### config.mk
export PLATFORM = sky130hd
export DESIGN_NAME = irg_sensor_dev_flat
export DESIGN_NICKNAME = d
export VERILOG_FILES = /design/src/pkg/irg_pkg.sv /design/src/pkg/irg_link_if.sv /design/src/hdl/irg_sensor_dev.sv /design/src/flat_wrapper.sv
export VERILOG_INCLUDE_DIRS = /design/src /design/src/pkg
export SDC_FILE = /design/constraint.sdc
export NUM_CORES = 1
export LEC_CHECK = 0
export BUFFER_PORTS_ARGS = -buffer_cell sky130_fd_sc_hd__buf_2
export CORE_MARGIN = 4
export CORE_UTILIZATION = 50
export CTS_BUF_LIST = sky130_fd_sc_hd__clkbuf_4
export CTS_CLUSTER_SIZE = 30
export DETAILED_ROUTE_END_ITERATION = 10
export PLACE_DENSITY = 0.75
export SLEW_MARGIN = 0
export SYNTH_ARGS = -nofsm -noshare
export SYNTH_HDL_FRONTEND = slang
export SYNTH_SLANG_ARGS = --single-unit
### constraint.sdc
create_clock -name core_clk -period 2.05 [get_ports core_clk]
set_input_delay 0.1025 -clock core_clk [delete_from_list [all_inputs] [get_ports core_clk]]
set_output_delay 0.1025 -clock core_clk [all_outputs]
set_load 0.01 [all_outputs]
### src/pkg/irg_map.svh
`ifndef IRG_MAP_SVH
`define IRG_MAP_SVH

// Sensor register offsets
`define IRG_OFF_GAIN_CONFIG 8'h17
`define IRG_OFF_INT_CTRL 8'h22
`define IRG_OFF_SAMPLE_STATUS 8'h23
`define IRG_OFF_FLAG_STATUS 8'h25
`define IRG_OFF_ALGORITHM_CONFIG 8'h28

// Sensor reset values
`define IRG_RST_GAIN_CONFIG 8'hf1
`define IRG_RST_INT_CTRL 8'h00
`define IRG_RST_ALGORITHM_CONFIG 8'h00

// gain_config fields
`define IRG_GAIN_LSB 4
`define IRG_GAIN_MSB 6
`define IRG_GAIN_WIDE 3'h0
`define IRG_GAIN_SHIFT 3

// interrupt_control fields
`define IRG_IC_POL 7
`define IRG_IC_OD 6
`define IRG_IC_MSK_LSB 3
`define IRG_IC_MSK_MSB 5
`define IRG_IC_LATCH 2
`define IRG_IC_SRC_LSB 0
`define IRG_IC_SRC_MSB 1
`define IRG_SRC_NONE 2'h0
`define IRG_SRC_SAMPLE_READY_SIGNAL 2'h1
`define IRG_SRC_OR 2'h2
`define IRG_PRESET_PRESENCE 8'h22

// sample_status, detection_flag_status, algorithm_config fields
`define IRG_SS_SAMPLE_READY_SIGNAL 2
`define IRG_FS_SHOCK 0
`define IRG_FS_MOTION 1
`define IRG_FS_PRESENCE 2
`define IRG_AC_COMP 2
`define IRG_AC_PULSED 3

// Host controller registers
`define IRG_H_DEV_ADDR 8'h00
`define IRG_H_DEV_WDATA 8'h01
`define IRG_H_CMD 8'h02
`define IRG_H_DEV_RDATA 8'h03
`define IRG_H_IRQ_STATUS 8'h04
`define IRG_H_IRQ_MASK 8'h05
`define IRG_H_CFG 8'h06
`define IRG_CMD_WR 0
`define IRG_CMD_RD 1
`define IRG_CMD_PRESET 2
`define IRG_IRQ_RISE 0
`define IRG_IRQ_FALL 1
`define IRG_IRQ_DONE 2
`define IRG_CFG_ONE_SHOT 0

`endif

### src/pkg/irg_pkg.sv
package irg_pkg;

    typedef logic [7:0] irg_byte_t;

    typedef struct packed {
        irg_byte_t gain_config;
        irg_byte_t int_ctrl;
        irg_byte_t algorithm_config;
        logic [2:0] flags;
        logic sample_ready_signal;
        logic int_or;
        irg_byte_t rdata;
        logic [15:0] obj_out;
        logic [15:0] amb_out;
    } irg_dev_state_s;

    typedef struct packed {
        irg_byte_t dev_addr;
        irg_byte_t dev_wdata;
        irg_byte_t dev_rdata;
        irg_byte_t sw_rdata;
        logic [2:0] irq_status;
        logic [2:0] irq_mask;
        logic one_shot;
        logic wide_seen;
        irg_byte_t reg_addr;
        irg_byte_t reg_wdata;
        logic reg_wr;
        logic reg_rd;
        logic rd_pend;
        logic pin_s1;
        logic pin_s2;
        logic pin_prev;
    } irg_host_state_s;

endpackage : irg_pkg

### src/pkg/irg_link_if.sv
`timescale 1ns/100ps
interface irg_link_if #(parameter logic IDLE_LEVEL = 1'b1);
    import irg_pkg::*;

    // Register port, host to sensor
    irg_byte_t reg_addr;
    irg_byte_t reg_wdata;
    logic reg_wr;
    logic reg_rd;
    irg_byte_t reg_rdata;
    // Interrupt pin
    logic int_out;
    logic int_oe;
    logic int_pin;

    // Released pin settles at the board pull level
    assign int_pin = int_oe ? int_out : IDLE_LEVEL;

    modport dev_mp (
        input reg_addr, reg_wdata, reg_wr, reg_rd,
        output reg_rdata, int_out, int_oe
    );

    modport host_mp (
        output reg_addr, reg_wdata, reg_wr, reg_rd,
        input reg_rdata, int_pin
    );
endinterface : irg_link_if

### src/hdl/irg_sensor_dev.sv
// The strobed register port was left to the implementer.
`timescale 1ns/100ps
`include "irg_map.svh"

// Summary of operation
// - Gain field 000 divides object data by eight
// - Gain field resets to 111, register F1h
// - Ambient data never scaled by gain
// - Wide mode disables compensation and detection flags
// - Drive bit selects push-pull or open-drain pin
// - Polarity bit selects active high or low
// - Status bits always read one when set
// - Source field selects none, ready or flags
// - Events from ready or unmasked detection flags
// - Three mask bits gate shock, motion, presence
// - Level mode follows condition every rate cycle
// - Pulse mode repeats pulse while condition holds
// - Host tolerates one spurious trailing pulse
// - Host clears latch bit when flags routed
// - Host avoids flag routing in one-shot, wide
// - Presence tracking preset writes 22h to interrupt control
// - Flags follow their conditions each rate cycle
module irg_sensor_dev #(
    parameter int OBJ_W = 16
) (
    // Clock and reset
    input wire logic core_clk,
    input wire logic rst_b,
    // Link to host
    irg_link_if.dev_mp link,
    // Sample path
    input wire logic odr_tick,
    input wire logic signed [OBJ_W-1:0] obj_raw,
    input wire logic [15:0] amb_raw,
    input wire logic [2:0] det_cond,
    output logic signed [OBJ_W-1:0] obj_out,
    output logic [15:0] amb_out
);
    import irg_pkg::*;

    generate
        if (OBJ_W <= `IRG_GAIN_SHIFT || OBJ_W > 16)
        begin : g_bad_width
            $error("OBJ_W must lie above the gain shift and at most 16");
        end
    endgenerate

    irg_dev_state_s st_q;
    irg_dev_state_s st_d;

    logic wide_mode;
    logic [2:0] flags_new;
    logic cond_new;
    logic [1:0] src;
    logic src_sig;
    logic pin_level;
    logic signed [OBJ_W-1:0] obj_scaled;

    assign wide_mode = st_q.gain_config[`IRG_GAIN_MSB:`IRG_GAIN_LSB] == `IRG_GAIN_WIDE;
    assign src = st_q.int_ctrl[`IRG_IC_SRC_MSB:`IRG_IC_SRC_LSB];

    // Algorithms are unusable at reduced gain, so their flags stay clear
    assign flags_new = wide_mode ? 3'h0 : det_cond;
    // OR of the enabled flags only
    assign cond_new = |(flags_new & st_q.int_ctrl[`IRG_IC_MSK_MSB:`IRG_IC_MSK_LSB]);

    // Arithmetic shift keeps the sign of the object reading
    assign obj_scaled = wide_mode ? (obj_raw >>> `IRG_GAIN_SHIFT) : obj_raw;

    always_comb
    begin
        st_d = st_q;
        st_d.rdata = 8'h00;

        // Register writes; status registers ignore writes
        if (link.reg_wr)
        begin
            unique case (link.reg_addr)
                `IRG_OFF_GAIN_CONFIG:
                begin
                    st_d.gain_config = link.reg_wdata;
                end
                `IRG_OFF_INT_CTRL:
                begin
                    st_d.int_ctrl = link.reg_wdata;
                end
                `IRG_OFF_ALGORITHM_CONFIG:
                begin
                    st_d.algorithm_config = link.reg_wdata;
                    // Compensation cannot be switched on at reduced gain
                    if (wide_mode)
                    begin
                        st_d.algorithm_config[`IRG_AC_COMP] = 1'b0;
                    end
                end
                default:
                begin
                end
            endcase
        end

        // Entering wide mode drops any active compensation
        if (st_d.gain_config[`IRG_GAIN_MSB:`IRG_GAIN_LSB] == `IRG_GAIN_WIDE)
        begin
            st_d.algorithm_config[`IRG_AC_COMP] = 1'b0;
        end

        // Register reads, data valid the next cycle
        if (link.reg_rd)
        begin
            unique case (link.reg_addr)
                `IRG_OFF_GAIN_CONFIG:
                begin
                    st_d.rdata = st_q.gain_config;
                end
                `IRG_OFF_INT_CTRL:
                begin
                    st_d.rdata = st_q.int_ctrl;
                end
                `IRG_OFF_SAMPLE_STATUS:
                begin
                    // Status is active high whatever the pin polarity
                    st_d.rdata[`IRG_SS_SAMPLE_READY_SIGNAL] = st_q.sample_ready_signal;
                    st_d.sample_ready_signal = 1'b0;
                end
                `IRG_OFF_FLAG_STATUS:
                begin
                    st_d.rdata[`IRG_FS_SHOCK] = st_q.flags[0];
                    st_d.rdata[`IRG_FS_MOTION] = st_q.flags[1];
                    st_d.rdata[`IRG_FS_PRESENCE] = st_q.flags[2];
                end
                `IRG_OFF_ALGORITHM_CONFIG:
                begin
                    st_d.rdata = st_q.algorithm_config;
                end
                default:
                begin
                    st_d.rdata = 8'h00;
                end
            endcase
        end

        // Flag combination ends a pulse after one cycle
        if (st_q.algorithm_config[`IRG_AC_PULSED])
        begin
            st_d.int_or = 1'b0;
        end

        // New sample: outputs, flags and combined signal move together
        if (odr_tick)
        begin
            st_d.obj_out = 16'(obj_scaled);
            st_d.amb_out = amb_raw;
            st_d.flags = flags_new;
            // A fresh sample wins over a read that clears it
            st_d.sample_ready_signal = 1'b1;
            // Level mode tracks the condition; pulse mode re-fires while true
            st_d.int_or = cond_new;
        end
    end

    always_ff @(posedge core_clk or negedge rst_b)
    begin
        if (!rst_b)
        begin
            st_q <= '0;
            st_q.gain_config <= `IRG_RST_GAIN_CONFIG;
            st_q.int_ctrl <= `IRG_RST_INT_CTRL;
            st_q.algorithm_config <= `IRG_RST_ALGORITHM_CONFIG;
        end
        else
        begin
            st_q <= st_d;
        end
    end

    // Pin source; the reserved code releases the pin like code 00
    always_comb
    begin
        unique case (src)
            `IRG_SRC_SAMPLE_READY_SIGNAL:
            begin
                src_sig = st_q.sample_ready_signal;
            end
            `IRG_SRC_OR:
            begin
                src_sig = st_q.int_or;
            end
            default:
            begin
                src_sig = 1'b0;
            end
        endcase
    end

    // Polarity touches the pin only, never the status bits
    assign pin_level = src_sig ^ st_q.int_ctrl[`IRG_IC_POL];

    always_comb
    begin
        if (src != `IRG_SRC_SAMPLE_READY_SIGNAL && src != `IRG_SRC_OR)
        begin
            link.int_oe = 1'b0;
            link.int_out = 1'b0;
        end
        else if (st_q.int_ctrl[`IRG_IC_OD])
        begin
            // Open drain only pulls low; high comes from the pull-up
            link.int_oe = ~pin_level;
            link.int_out = 1'b0;
        end
        else
        begin
            link.int_oe = 1'b1;
            link.int_out = pin_level;
        end
    end

    assign link.reg_rdata = st_q.rdata;
    assign obj_out = OBJ_W'(st_q.obj_out);
    assign amb_out = st_q.amb_out;

endmodule : irg_sensor_dev

### src/flat_wrapper.sv
// flat-port wrapper written by rule: the top's interface ports become plain ports
module irg_sensor_dev_flat import irg_pkg::*;
#(
    parameter int OBJ_W = 16
)
  (core_clk, rst_b, odr_tick, obj_raw, amb_raw, det_cond, obj_out, amb_out, link_reg_addr, link_reg_wdata, link_reg_wr, link_reg_rd, link_reg_rdata, link_int_out, link_int_oe);
  irg_link_if #(.IDLE_LEVEL(1'b1)) link_i ();
  input wire logic core_clk;
  input wire logic rst_b;
  input wire logic odr_tick;
  input wire logic signed [OBJ_W-1:0] obj_raw;
  input wire logic [15:0] amb_raw;
  input wire logic [2:0] det_cond;
  output logic signed [OBJ_W-1:0] obj_out;
  output logic [15:0] amb_out;
  input wire logic [$bits(link_i.reg_addr)-1:0] link_reg_addr;
  input wire logic [$bits(link_i.reg_wdata)-1:0] link_reg_wdata;
  input wire logic [$bits(link_i.reg_wr)-1:0] link_reg_wr;
  input wire logic [$bits(link_i.reg_rd)-1:0] link_reg_rd;
  output wire logic [$bits(link_i.reg_rdata)-1:0] link_reg_rdata;
  output wire logic [$bits(link_i.int_out)-1:0] link_int_out;
  output wire logic [$bits(link_i.int_oe)-1:0] link_int_oe;
  assign link_i.reg_addr = link_reg_addr;
  assign link_i.reg_wdata = link_reg_wdata;
  assign link_i.reg_wr = link_reg_wr;
  assign link_i.reg_rd = link_reg_rd;
  assign link_reg_rdata = link_i.reg_rdata;
  assign link_int_out = link_i.int_out;
  assign link_int_oe = link_i.int_oe;
  irg_sensor_dev #(.OBJ_W(OBJ_W)) u_core (.core_clk(core_clk), .rst_b(rst_b), .link(link_i), .odr_tick(odr_tick), .obj_raw(obj_raw), .amb_raw(amb_raw), .det_cond(det_cond), .obj_out(obj_out), .amb_out(amb_out));
endmodule
==> key figures <==
Routing
  • DR vias/cell: 5.246
  • ANT nets after route: 0
  • Residual DRC count: 0
  • DR WL/cell: 16.02 um
  • Starting DRT DRC Count: 189
  • WL final: 7.804 mm
  • Vias: 2555
  • Drt first pass iters: 5

Pwr
  • Max rail drop VDD: 437.5 uV
  • Leakage: 2.062 nW
  • Pwr Density: 631.1 mW/mm2

CTS
  • Latest clock arrival within the worst-skew pair: 0.39 ns
  • Clock transition at path regs: 0.11 ns
  • CTS tree: done
  • Clock Sinks: 69
  • Total CTS buffers: 9
  • Max clock buf depth: 2
  • Clock root cell: clkbuf_4
  • Htree depth: 3

Placed design
  • RePlAce Congestion: 0.8553
  • Pre-CTS setup slack: 0.2333 ns
  • DP HPWL: 5.359 mm
  • Buffers on Ports: 97

Floorplan
  • Core Region: 0.006459 mm2
  • Die W: 90.11 um
  • Row Count: 29
  • IO Count: 98
  • Die height: 90.11 um
  • Die ar.: 0.008119 mm2
  • Starting Density: 52.19%

Outcome
  • Status: completed

GRT
  • First-pass GRT wire length: 12.74 mm
  • Initial antenna violation count: 0
  • Largest net degree at the start of global routing: 37
  • Vias in the first global route: 2617
  • Grt ovf: 0
  • Total track usage: 19.45%

Logic synthesis
  • Post-synth EDFFs: 0
  • Mapped cell area: 0.003371 mm2
  • Synth Register Bits: 69
  • Warnings, synthesis: 0
  • Ys flop type: dfrtp_1
  • Synth unique cells: 41
  • Seq/Total Area, Yosys: 51.41%
  • FFs w/ async S/R, synth: 100.0%
  • Most frequent cell after synthesis: dfrtp_1
  • Top post-synthesis cells by area: dfrtp_1 48%, buf_4 8.9%, mux2_2 8.4%, mux2_4 6.7%, dfstp_2 3.9%
  • Post-Syn Instances: 290
  • Area share of the largest cell type after synthesis: 47.51%
  • Average size of a mapped cell: 11.62 um2
  • Dominant cell type by area after synthesis: dfrtp_1
  • Syn nets: 348
  • Commonest cells post-synth: 64 x dfrtp_1, 40 x buf_4, 30 x nand2_1

Final layout
  • Share of layout cells above drive strength 1: 43.66%
  • Reg area: 0.001734 mm2
  • Nets@finish: 463
  • Antenna cells: 0
  • Layout overhead on the synthesized area: 27.62%
  • Area of the multi-input gates: 0.001282 mm2
  • Fillers: 504

Setup path
  • Crit Path Max Fanout: 4
  • CP endpoint kind: output pin
  • Crit start category: register
  • Req. time, crit path: 1.95 ns
  • Reg2reg setup slack: 0.21 ns
  • CP Data Arrival Time: 1.89 ns
  • Crit Path Class: reg -> out

Timing
  • Tmin final: 1.989 ns
  • Max Slew Vio Count: 0
  • TNS Setup: 0 ns
  • Final period utilization: 97.02%
  • Peak Freq: 502.8 MHz
  • Final worst setup slack: 0.06115 ns
  • Final setup vio count: 0
  • Slew margin rel.: 57.88%
  • Fin. Hold Viols: 0
  • Worst-Margin Slew: 0.6319 ns
  • Layout Skew: 0.01214 ns

Flow run
  • Max-cap viol count: 0

Min path
  • Hold crit path type: in -> reg
-- placed cells by master, fill, tap and decap left out, drive strengths merged, types with 2 or more instances in the layout --
cell type    instances
dfstp                5
nor3                 2
nor2                23
a222oi               6
inv                  6
dlygate4sd3         48
a21oi                8
nand3                3
ha                   2
dfrtp               64
mux2                40
a22oi                7
buf                108
nor3b                2
nor4b                3
nand2               32
a22o                 3
o21ai                4
a31oi               12
nand4                2
clkinv               5
clkbuf              10
-- metal layers --
| metal | track usage (%) | routed length (um) | vias up |
|---|---|---|---|
| met5 | 0 | 0 | - |
| li1 | - | - | 1216 |
| met4 | 7.908 | 113 | 0 |
| met3 | 4.424 | 506 | 12 |
| met1 | 24.89 | 3161 | 1234 |
| met2 | 31.92 | 4022 | 93 |
-- worst max-delay path, stage by stage, from the launching register on --
cell	delay, ns
dfrtp_2	0.43
inv_1	0.06
ha_1	0.19
a22oi_1	0.25
nor2_1	0.08
xor2_1	0.17
nor3b_2	0.18
buf_2	0.15
-- logic make-up after synthesis --
kind of cell,count (synthesis),synth area share [%]
and+or+nand+nor,76,12.18
DFF,69,51.41
buffers and inverters,58,11.21
AOI/OAI and AO/OA,44,9.169
muxes,40,15.03
adders and majority gates,2,0.7423
xor gates and xnor gates,1,0.2599
-- report_power, final --
part	total (W)	leakage [nW]	switching [W]	internal, W
clock	0.000707	0.0610	0.000458	0.000249
combinational	0.000502	1.15	0.000237	0.000265
sequential	0.00151	0.854	0.0000532	0.00145
total	0.00271	2.06	0.000748	0.00197
-- worst paths after layout --
kind	cells past startpoint	from	end
max in group asynchronous	3	rst_b	u_core.st_q[61]
setup reg to reg	5	u_core.st_q[65]	u_core.obj_out[1]
min in group asynchronous	2	rst_b	u_core.amb_out[1]
setup / recovery	7	u_core.src[1]	link_int_out
hold reg to reg	1	u_core.amb_out[8]	u_core.amb_out[8]
hold / removal	3	link_reg_rd	u_core.link.reg_rdata[1]
-- registers in the layout, summed over array words and instances, names as in the netlist --
signal                 flops
u_core.obj_out            16
u_core.src                 2
u_core.amb_out            16
u_core.st_q               27
u_core.link.reg_rdata      8
-- metrics by stage --
stage | total power (W) | utilization (%) | instances | area, um2 | hold WS, ns
6_report | 0.002715 | 66.60 | 487 | 4302 | 0.04848
5_1_grt | 0.002870 | 66.60 | 487 | 4302 | 0.03772
4_1_cts | 0.002732 | 66.12 | 486 | 4270 | 0.01785
3_5_place_dp | 0.001946 | 57.05 | 422 | 3685 | -0.05753
3_3_place_gp | 0.001931 | 57.05 | 422 | 3685 | -0.05983
2_1_floorplan | 0.001819 | - | 290 | 3371 | -0.1931
-- area by class of cell --
type | instances | share of cell area (%)
inverters | 6 | 0.5236
flip-flops and latches | 69 | 40.31
well taps | 77 | 2.240
multi-input cells | 163 | 29.81
repair buffers | 156 | 24.67
clock buffers | 10 | 1.745
clock inverters | 6 | 0.6981
-- what timing repair did --
action / 4_1_cts / 5_1_grt
resized for setup: 0 / 5
hold endpoints to repair: 123 / 0
buffers inserted: 0 / 1
endpoints found under the setup margin: 0 / 8
hold buffers: 48 / 0
No activity file was read; power rests on OpenSTA's default activity.
